## config.mk

```make
export PLATFORM = sky130hd
export DESIGN_NAME = urs_top
export DESIGN_NICKNAME = d
export VERILOG_FILES = /design/src/urs_pkg.sv /design/src/urs_top.sv
export SDC_FILE = /design/constraint.sdc
export NUM_CORES = 1
export LEC_CHECK = 0
export BUFFER_PORTS_ARGS = -buffer_cell sky130_fd_sc_hd__buf_4
export CAP_MARGIN = 20
export CORE_MARGIN = 1.5
export CORE_UTILIZATION = 31
export DETAILED_ROUTE_END_ITERATION = 16
export GPL_TIMING_DRIVEN = 0
export HOLD_SLACK_MARGIN = 0.06
export PLACE_DENSITY_LB_ADDON = 0.3
export SETUP_SLACK_MARGIN = 0.2
export SLEW_MARGIN = 20
export SYNTH_ARGS = -nofsm -noshare
export SYNTH_HDL_FRONTEND = slang
export SYNTH_SLANG_ARGS = --single-unit
```

## constraint.sdc

```tcl
create_clock -name pclk -period 10.31 [get_ports pclk]
set_input_delay 2.062 -clock pclk [delete_from_list [all_inputs] [get_ports pclk]]
set_output_delay 2.062 -clock pclk [all_outputs]
set_load 0.01 [all_outputs]
```

## src/urs_pkg.sv

```systemverilog
// Package for the serial port status and receive-interrupt block.
// Assumes a single APB clock domain; shared by design and bench.
package urs_pkg;

  // Register byte addresses
  localparam logic [7:0] STA_OFF       = 8'h00; // Status and control
  localparam logic [7:0] RXDATA_OFF    = 8'h04; // Receive data (read pops)
  localparam logic [7:0] TXDATA_OFF    = 8'h08; // Transmit data (write pushes)
  localparam logic [7:0] BAUD_OFF      = 8'h0c; // Bit period in clocks, less one
  localparam logic [7:0] CFG_OFF       = 8'h10; // Frame format
  localparam logic [7:0] IRQ_STAT_OFF  = 8'h14; // Sticky events, write one clears
  localparam logic [7:0] IRQ_MASK_OFF  = 8'h18; // Event mask

  // Status/control field positions
  localparam int TX_PATH_EMPTY_FLAG_BIT   = 8;
  localparam int RXSEL_LSB  = 6;
  localparam int ADDR_CHAR_DETECT_ENABLE_BIT  = 5;
  localparam int RECEIVER_IDLE_FLAG_BIT  = 4;
  localparam int PARITY_FAULT_FLAG_BIT   = 3;
  localparam int FRAMING_FAULT_FLAG_BIT   = 2;
  localparam int RX_OVERRUN_FLAG_BIT   = 1;
  localparam int RX_CHAR_AVAILABLE_BIT  = 0;

  // Config field positions
  localparam int CFG_NINE_BIT = 0;
  localparam int CFG_PEN_BIT  = 1;
  localparam int CFG_PODD_BIT = 2;

  // Interrupt event positions
  localparam int EV_RXLVL = 0;
  localparam int EV_ERR   = 1;
  localparam int EV_OVR   = 2;
  localparam int EV_ADDR  = 3;
  localparam int EV_TXE   = 4;
  localparam int EV_W     = 5;

  // Sizes and reset values
  localparam int RXQ_DEPTH = 8;
  localparam int RXQ_AW    = 3;
  localparam logic [15:0] BAUD_RST = 16'h01b2; // 115200 baud at 50 MHz
  localparam logic [1:0]  RXSEL_RST = 2'h0;

  // Receive interrupt fill thresholds
  localparam logic [3:0] LVL_ANY  = 4'h1;
  localparam logic [3:0] LVL_HALF = 4'h4;
  localparam logic [3:0] LVL_3Q   = 4'h6;

  // Received character with its error marks
  typedef struct packed {
    logic       framing_fault_flag;
    logic       parity_fault_flag;
    logic [8:0] data;
  } urs_rxchar_t;

  // Serial link state
  typedef enum logic [2:0] {S_IDLE, S_START, S_DATA, S_PAR, S_STOP} urs_state_t;

endpackage

```

## src/urs_top.sv

```systemverilog
// Serial port: transmitter, receiver, status register and receive interrupt.
// Assumes APB3 master on pclk; rxd already synchronous to pclk.
//
// Contract
// - Transmit-empty only when shifter and buffer empty
// - Receive interrupt at selected fill level
// - Ninth bit one marks address in 9-bit
// - Receiver idle flag reads one when idle
// - Parity flag reflects current read character
// - Framing flag reflects current read character
// - Overrun set by hardware, cleared only by software
// - Clearing overrun empties buffer and shifter
// - Data available while buffer not empty
`timescale 1ns/100ps
`default_nettype none
module urs_top
  import urs_pkg::*;
(
  // Clock, reset, enable
  input  wire logic        pclk,
  input  wire logic        presetn,
  input  wire logic        clk_en,
  // APB slave
  input  wire logic        psel,
  input  wire logic        penable,
  input  wire logic        pwrite,
  input  wire logic [7:0]  paddr,
  input  wire logic [31:0] pwdata,
  output logic             pready,
  output logic [31:0]      prdata,
  output logic             pslverr,
  // Serial pins
  input  wire logic        rxd,
  output logic             txd,
  // Interrupts
  output logic             irq,
  output logic             rx_irq_flag
);
  // Register state
  logic [1:0]   rx_irq_level_select_q;          // Fill level select
  logic         addr_char_detect_enable_q;      // Address detect enable
  logic         rx_overrun_flag_q;              // Sticky overrun
  logic [15:0]  baud_q;                         // Bit period
  logic [2:0]   cfg_q;                          // Nine bit, parity enable, odd
  logic [EV_W-1:0] ev_q;                        // Sticky events
  logic [EV_W-1:0] mask_q;                      // Event mask

  // Receive queue
  urs_rxchar_t  rxq [RXQ_DEPTH];                // Character storage
  logic [RXQ_AW-1:0] rd_ptr_q;                  // Read index
  logic [RXQ_AW-1:0] wr_ptr_q;                  // Write index
  logic [3:0]   cnt_q;                          // Stored characters
  // Transmit path
  logic [8:0]   txbuf_q;                        // Transmit buffer
  logic         txbuf_full_q;                   // Buffer holds a character
  logic [10:0]  tsr_q;                          // Transmit shift register
  logic [3:0]   tx_bits_q;                      // Bits left to shift
  logic [15:0]  tx_tick_q;                      // Bit timer
  // Receive path
  urs_state_t   rx_state_q;                     // Receiver state
  logic [15:0]  rx_tick_q;                      // Bit timer
  logic [3:0]   rx_idx_q;                       // Data bit index
  logic [8:0]   rx_shift_register_q;            // Incoming bits
  logic         rx_parity_fault_flag_q;                      // Parity error of frame
  // Bus decode
  logic         acc;                            // Access phase
  logic         wr;                             // Write takes effect
  logic         rd;                             // Read takes effect
  logic         pop;                            // Receive data read
  logic         rx_overrun_flag_clear;                     // Overrun cleared by write of zero
  logic         push;                           // Receiver delivers character
  logic         push_ok;                        // Delivered character stored
  logic         rx_done;                        // Stop bit sampled
  urs_rxchar_t  rx_new;                         // Character being delivered
  urs_rxchar_t  head;                           // Character at read end
  logic [EV_W-1:0] ev_set;                      // Event pulses
  logic         level_hit;                      // Fill threshold reached
  logic         tx_empty;                       // Both transmit stages empty
  logic         tx_empty_q;                     // Transmit empty one cycle ago
  logic         nine;                           // Nine-bit mode
  // Even parity of a 9-bit word over the active length
  function automatic logic par9(input logic [8:0] d, input logic n9);
    par9 = n9 ? ^d : ^d[7:0];
  endfunction
  assign acc  = psel && penable && clk_en;
  assign wr   = acc && pwrite;
  assign rd   = acc && !pwrite;
  assign pop  = rd && (paddr == RXDATA_OFF) && (cnt_q != 4'h0);
  assign nine = cfg_q[CFG_NINE_BIT];
  assign head = rxq[rd_ptr_q];
  assign tx_empty = !txbuf_full_q && (tx_bits_q == 4'h0);
  // Clearing a set overrun flag by writing zero
  assign rx_overrun_flag_clear = wr && (paddr == STA_OFF) && rx_overrun_flag_q && !pwdata[RX_OVERRUN_FLAG_BIT];
  // Fill level comparison
  always_comb
  begin
    unique case (rx_irq_level_select_q)
      2'h0:    level_hit = cnt_q >= LVL_ANY;
      2'h1:    level_hit = cnt_q >= LVL_HALF;
      2'h2:    level_hit = cnt_q >= LVL_3Q;
      default: level_hit = 1'b0;
    endcase
  end
  // Character leaving the receiver
  assign rx_done = (rx_state_q == S_STOP) && (rx_tick_q == 16'h0000);
  always_comb
  begin
    rx_new.data = rx_shift_register_q;
    rx_new.parity_fault_flag = rx_parity_fault_flag_q;
    rx_new.framing_fault_flag = !rxd;                                          // Stop bit must be high
  end
  // In address mode only address characters are kept
  assign push    = rx_done && !rx_overrun_flag_clear &&
                   (!(addr_char_detect_enable_q && nine) || rx_shift_register_q[8]);
  assign push_ok = push && (cnt_q != 4'(RXQ_DEPTH) || pop);
  // Event pulses; levels fire on their rising edge only, so a clear of the sticky bit holds
  always_comb
  begin
    ev_set = '0;
    ev_set[EV_RXLVL] = level_hit && !rx_irq_flag;                // Flag is the level one cycle ago
    ev_set[EV_ERR]   = push_ok && (rx_new.parity_fault_flag || rx_new.framing_fault_flag);
    ev_set[EV_OVR]   = push && !push_ok;
    ev_set[EV_ADDR]  = push_ok && nine && rx_shift_register_q[8];
    ev_set[EV_TXE]   = tx_empty && !tx_empty_q;
  end
  // Control registers written by software
  always_ff @(posedge pclk or negedge presetn)
  begin
    if (!presetn)
    begin
      rx_irq_level_select_q     <= RXSEL_RST;
      addr_char_detect_enable_q <= 1'b0;
      baud_q                    <= BAUD_RST;
      cfg_q                     <= 3'h0;
      mask_q                    <= '0;
    end
    else if (wr)
    begin
      // Decode the written register
      if (paddr == STA_OFF)
      begin
        rx_irq_level_select_q     <= pwdata[RXSEL_LSB+1:RXSEL_LSB];
        addr_char_detect_enable_q <= pwdata[ADDR_CHAR_DETECT_ENABLE_BIT];
      end
      if (paddr == BAUD_OFF)
        baud_q <= pwdata[15:0];
      if (paddr == CFG_OFF)
        cfg_q <= pwdata[2:0];
      if (paddr == IRQ_MASK_OFF)
        mask_q <= pwdata[EV_W-1:0];
    end
  end
  // Overrun flag: a clear blocks push in its cycle, so clear wins over set
  always_ff @(posedge pclk or negedge presetn)
  begin
    if (!presetn)
      rx_overrun_flag_q <= 1'b0;
    else if (clk_en)
    begin
      if (push && !push_ok)
        rx_overrun_flag_q <= 1'b1;
      else if (rx_overrun_flag_clear)
        rx_overrun_flag_q <= 1'b0;
    end
  end
  // Sticky interrupt status, write one clears, set wins
  always_ff @(posedge pclk or negedge presetn)
  begin
    if (!presetn)
      ev_q <= '0;
    else if (clk_en)
    begin
      if (wr && paddr == IRQ_STAT_OFF)
        ev_q <= (ev_q & ~pwdata[EV_W-1:0]) | ev_set;
      else
        ev_q <= ev_q | ev_set;
    end
  end
  // Receive queue storage
  always_ff @(posedge pclk)
  begin
    if (clk_en && push_ok)
      rxq[wr_ptr_q] <= rx_new;
  end
  // Receive queue pointers
  always_ff @(posedge pclk or negedge presetn)
  begin
    if (!presetn)
    begin
      rd_ptr_q <= '0;
      wr_ptr_q <= '0;
      cnt_q    <= 4'h0;
    end
    else if (clk_en)
    begin
      if (rx_overrun_flag_clear)
      begin
        // Empty the buffer
        rd_ptr_q <= '0;
        wr_ptr_q <= '0;
        cnt_q    <= 4'h0;
      end
      else
      begin
        if (pop)
          rd_ptr_q <= rd_ptr_q + 3'h1;
        if (push_ok)
          wr_ptr_q <= wr_ptr_q + 3'h1;
        cnt_q <= cnt_q + {3'h0, push_ok} - {3'h0, pop};
      end
    end
  end
  // Receiver: samples mid-bit, start, data, optional parity, stop
  always_ff @(posedge pclk or negedge presetn)
  begin
    if (!presetn)
    begin
      rx_state_q          <= S_IDLE;
      rx_tick_q           <= 16'h0000;
      rx_idx_q            <= 4'h0;
      rx_shift_register_q <= 9'h000;
      rx_parity_fault_flag_q           <= 1'b0;
    end
    else if (clk_en)
    begin
      if (rx_overrun_flag_clear)
      begin
        // Drop the partial character
        rx_state_q          <= S_IDLE;
        rx_shift_register_q <= 9'h000;
      end
      else if (rx_state_q != S_IDLE && rx_tick_q != 16'h0000)
        rx_tick_q <= rx_tick_q - 16'h0001;
      else
      begin
        unique case (rx_state_q)
          S_IDLE:
            if (!rxd)
            begin
              rx_state_q <= S_START;
              rx_tick_q  <= {1'b0, baud_q[15:1]};
            end
          S_START:
            if (rxd)
              rx_state_q <= S_IDLE;                              // False start
            else
            begin
              rx_state_q          <= S_DATA;
              rx_tick_q           <= baud_q;
              rx_idx_q            <= 4'h0;
              rx_shift_register_q <= 9'h000;
            end
          S_DATA:
          begin
            rx_shift_register_q[rx_idx_q] <= rxd;
            rx_tick_q <= baud_q;
            rx_idx_q  <= rx_idx_q + 4'h1;
            if (rx_idx_q == (nine ? 4'h8 : 4'h7))
              rx_state_q <= cfg_q[CFG_PEN_BIT] && !nine ? S_PAR : S_STOP;
            rx_parity_fault_flag_q <= 1'b0;
          end
          S_PAR:
          begin
            rx_parity_fault_flag_q  <= (par9(rx_shift_register_q, 1'b0) ^ rxd) != cfg_q[CFG_PODD_BIT];
            rx_tick_q  <= baud_q;
            rx_state_q <= S_STOP;
          end
          S_STOP:
            rx_state_q <= S_IDLE;
          default:
            rx_state_q <= S_IDLE;
        endcase
      end
    end
  end
  // Transmitter: buffer feeds shift register, LSB first
  always_ff @(posedge pclk or negedge presetn)
  begin
    if (!presetn)
    begin
      txbuf_q      <= 9'h000;
      txbuf_full_q <= 1'b0;
      tsr_q        <= 11'h7ff;
      tx_bits_q    <= 4'h0;
      tx_tick_q    <= 16'h0000;
    end
    else if (clk_en)
    begin
      if (wr && paddr == TXDATA_OFF && !txbuf_full_q)
      begin
        txbuf_q      <= pwdata[8:0];
        txbuf_full_q <= 1'b1;
      end
      if (tx_bits_q == 4'h0)
      begin
        if (txbuf_full_q)
        begin
          // Load start, data, then ninth, parity or stop bit; the top stop goes out only in 11-bit frames
          tsr_q <= {1'b1,
                    nine ? txbuf_q[8] : cfg_q[CFG_PEN_BIT] ? (par9(txbuf_q, 1'b0) ^ cfg_q[CFG_PODD_BIT]) : 1'b1,
                    txbuf_q[7:0], 1'b0};
          tx_bits_q    <= (nine || cfg_q[CFG_PEN_BIT]) ? 4'hb : 4'ha;
          tx_tick_q    <= baud_q;
          txbuf_full_q <= 1'b0;
        end
      end
      else if (tx_tick_q != 16'h0000)
        tx_tick_q <= tx_tick_q - 16'h0001;
      else
      begin
        tsr_q     <= {1'b1, tsr_q[10:1]};
        tx_bits_q <= tx_bits_q - 4'h1;
        tx_tick_q <= baud_q;
      end
    end
  end
  // Outputs and read data, all registered
  always_ff @(posedge pclk or negedge presetn)
  begin
    if (!presetn)
    begin
      prdata      <= 32'h0000_0000;
      pready      <= 1'b0;
      pslverr     <= 1'b0;
      txd         <= 1'b1;
      irq         <= 1'b0;
      rx_irq_flag <= 1'b0;
      tx_empty_q  <= 1'b1;
    end
    else if (clk_en)
    begin
      txd         <= (tx_bits_q == 4'h0) ? 1'b1 : tsr_q[0];
      irq         <= |(ev_q & mask_q);
      rx_irq_flag <= level_hit;
      tx_empty_q  <= tx_empty;
      // No wait state: answer in the cycle after setup
      pready  <= psel && !penable;
      pslverr <= 1'b0;
      prdata  <= 32'h0000_0000;
      if (psel && !penable && !pwrite)
      begin
        unique case (paddr)
          STA_OFF:
            prdata <= {23'h0, tx_empty,
                       rx_irq_level_select_q, addr_char_detect_enable_q,
                       rx_state_q == S_IDLE,
                       (cnt_q != 4'h0) && head.parity_fault_flag,
                       (cnt_q != 4'h0) && head.framing_fault_flag,
                       rx_overrun_flag_q,
                       cnt_q != 4'h0};
          RXDATA_OFF:   prdata <= {23'h0, head.data};
          BAUD_OFF:     prdata <= {16'h0, baud_q};
          CFG_OFF:      prdata <= {29'h0, cfg_q};
          IRQ_STAT_OFF: prdata <= {27'h0, ev_q};
          IRQ_MASK_OFF: prdata <= {27'h0, mask_q};
          TXDATA_OFF:   prdata <= 32'h0000_0000;
          default:      pslverr <= 1'b1;
        endcase
      end
      else if (psel && !penable)
        pslverr <= !(paddr inside {STA_OFF, TXDATA_OFF, BAUD_OFF, CFG_OFF,
                                   IRQ_STAT_OFF, IRQ_MASK_OFF, RXDATA_OFF});
    end
  end

endmodule
`default_nettype wire

```

==> flow_summary.yaml <==
finish:
  layout.nets: 1120
  drive_gt1_frac: 0.223
  finalNonFillerCells: 1535
  final_area_um2: 13300
  antenna_cells: 0
  final_common_cell: "dfrtp_1"
  synthToLayoutAreaGrowth_pct: 17.0
  nFillCells: 3444
  final-seq-area_um2: 6120
  multi_input_area_um2: 4880
  final_cell_mix: "121 x dfrtp_1, 88 x edfxtp_1, 80 x nand2_1, 70 x buf_4, 51 x mux2_2"
power:
  switching_share: 0.297
  pwr-share-seq: 0.447
  p_sw_mw: 0.719
  p_int_mw: 1.70
  p_per_area_nw_per_um2: 182
  combPwrFrac: 0.191
  clock_power_share: 0.363
  p_leak_nw: 5.49
  peakVddDrop_mv: 0.105
placed_design:
  gp_congestion: 0.876
  placed_cells: 1489
  placed_area_um2: 12500
  portBuffers: 49
  dpl.hpwl_mm: 22.2
sta:
  slew_violations: 0
  max_slew_margin: 0.241
  tns_ns: 0
  finalSetupViolations: 0
  fin_worst_skew_ns: 0.0178
  rsz0062_at_grt: "false"
  hold_viol: 0
  tightest_slew_ns: 1.13
  min_period_ns: 4.95
  fin_crit_sh: 0.480
  timing.fmax_mhz: 202
  hold_ws_ns: 0.495
yosys:
  yosysSeqAreaShare: 0.538
  synth_cells: 955
  synthFlopType: "dfrtp_1"
  async_flop_share: 0.611
  synth-edff-count: 88
  ys_warn_count: 0
  syn_area_um2: 11400
  synth.distinct_cells: 85
  synth_seq_cells: 226
  synth.avg_cell_area_um2: 11.9
clocking:
  cts_tree: "yes"
  numClockSinks: 226
  postCtsSetupRepairBufs: 0
  clk_pin_slew_ns: 0.06
  h-tree-depth: 1
  cts_resized: 0
  cts_made_buffers: 25
  cts_root_buf: "clkbuf_16"
  clkLatencyLatePin_ns: 0.53
  cts_buffer_depth: 3
  cts_hold_buf: 0
routing:
  wl_met3_mm: 1.72
  route.detailed.drc: 0
  routed_wl_mm: 30.8
  met1_length_mm: 14.5
  drt.antenna.violating_nets: 0
  initialDrtViolationCount: 745
  avgRoutedWirePerCell_um: 20.1
  vias: 8141
  top_layer: "met5"
  wl_met2_mm: 13.9
  drt-pass1-iter-count: 5
  viasPerCell: 5.30
grt:
  grt_pass1_wl_mm: 48.5
  antenna_found_initial: 1
  grt_max_degree: 74
  grt_pass1_vias: 8006
  globalRouteTotalUtil: 0.164
  overflow: 0
worst_setup_path:
  cp-end-kind: "flip-flop"
  crit_fanout: 11
  reg2reg_slack_ns: 6.35
  arrival_ns: 5.10
  start_kind: "input pin"
  critical_path_class: "input pin to flip-flop"
  reg2reg_from: "rx_tick_q[0]"
  crit_start: "clk_en"
  max_stage_delay_ns: 0.96
  cp-endpoint: "rxq[7][10]"
  cp_slowest_cell: "nor2_1"
  critical_path.cell_chain: "clkbuf_1 > inv_1 > a21oi_1 > nand4_1 > nor2_1"
  worstPathRequired_ns: 10.46
  r2r_cells: 7
  r2r-end: "rxq[7][10]"
floorplan:
  die_area_um2: 37800
  core_um2: 35800
  initial_core_util: 0.317
  die_w_um: 194
  rows: 69
  die_h_um: 194
  ioPinCount: 84
flow_run:
  maxCapViolCount: 0
min_path:
  min_path_type: "flip-flop to flip-flop"
run_status:
  status: "finished clean"
[registers in the layout, indices dropped and copies added (netlist names), 5 cells and up]
name / count
tx_tick_q: 16
prdata: 16
ev_q: 5
tsr_q: 10
rxq: 88
rx_tick_q: 16
mask_q: 5
txbuf_q: 9
rx_shift_register_q: 9
baud_q: 16
[cell type report]
type / count / share of cell area
plain buffers: 62 / 0.0242
clock buffers: 35 / 0.0536
clock inverters: 11 / 0.00687
inverters: 35 / 0.00988
multi-input cells: 647 / 0.367
flip-flops and latches: 226 / 0.460
well taps: 461 / 0.0434
repair buffers: 58 / 0.0352
[kinds of logic after synthesis]
family,Yosys count,synth area share
adders and majority gates,18,0.0205
AOI/OAI and AO/OA,203,0.126
xor gates and xnor gates,20,0.0178
buffers and inverters,97,0.0399
muxes,112,0.129
other,1,0.000330
and+or+nand+nor,278,0.128
DFF,226,0.538
[worst max-delay path: cells and delay by family]
family | cells | cell delay [ns]
compound gates | 1 | 0.76
buf+inv | 2 | 0.90
simple gates | 2 | 1.35
[synthesized netlist by cell type (all sizes together), types with 10 or more instances]
cell | count | area, um2
a21oi | 28 | 140
buf | 32 | 209
clkbuf | 30 | 113
dfrtp | 121 | 3030
dfstp | 17 | 447
edfxtp | 88 | 2640
ha | 17 | 213
inv | 35 | 131
mux2 | 59 | 664
mux2i | 31 | 310
mux4 | 22 | 495
nand2 | 80 | 300
nand2b | 10 | 62.6
nand3 | 22 | 115
nor2 | 46 | 175
nor3 | 36 | 196
nor4 | 12 | 96.3
o21ai | 51 | 267
o22ai | 11 | 68.8
o2bb2ai | 13 | 114
or3 | 15 | 93.8
xnor2 | 14 | 123
[per-stage QoR]
| stage | power [mW] | util | setup WS [ns] |
|---|---|---|---|
| finish | 2.42 | 0.371 | 5.36 |
| global route | 2.54 | 0.371 | 5.17 |
| CTS | 2.43 | 0.371 | 5.38 |
| detailed placement | 1.55 | 0.349 | 4.81 |
| global placement | 1.54 | 0.345 | 3.27 |
| floorplan | 1.40 | - | 5.31 |
[worst min path at each step]
stage          cells after the start       start  slack (ns)          to
5_1_grt                            1   prdata[6]        0.52   prdata[6]
6_report                           2   prdata[2]        0.49   prdata[2]
2_1_floorplan                      2     ev_q[2]        0.45     ev_q[2]
4_1_cts                            2  tx_empty_q        0.50  tx_empty_q
3_3_place_gp                       2  tx_empty_q        0.47  tx_empty_q
3_5_place_dp                       1   prdata[6]        0.48   prdata[6]
[metal layers]
layer	GRT usage	vias up
met1	0.237	4072
met5	0	-
met2	0.254	238
met4	0.0475	2
li1	-	3789
met3	0.0260	40
[power by group through the flow]
stage / logic [mW] / clock network, mW / registers, mW
floorplan: 0.333 / 0 / 1.07
global placement: 0.451 / 0 / 1.09
detailed placement: 0.457 / 0 / 1.09
CTS: 0.457 / 0.899 / 1.08
global route: 0.512 / 0.934 / 1.09
finish: 0.461 / 0.877 / 1.08
(Power assumes the default switching activity.)
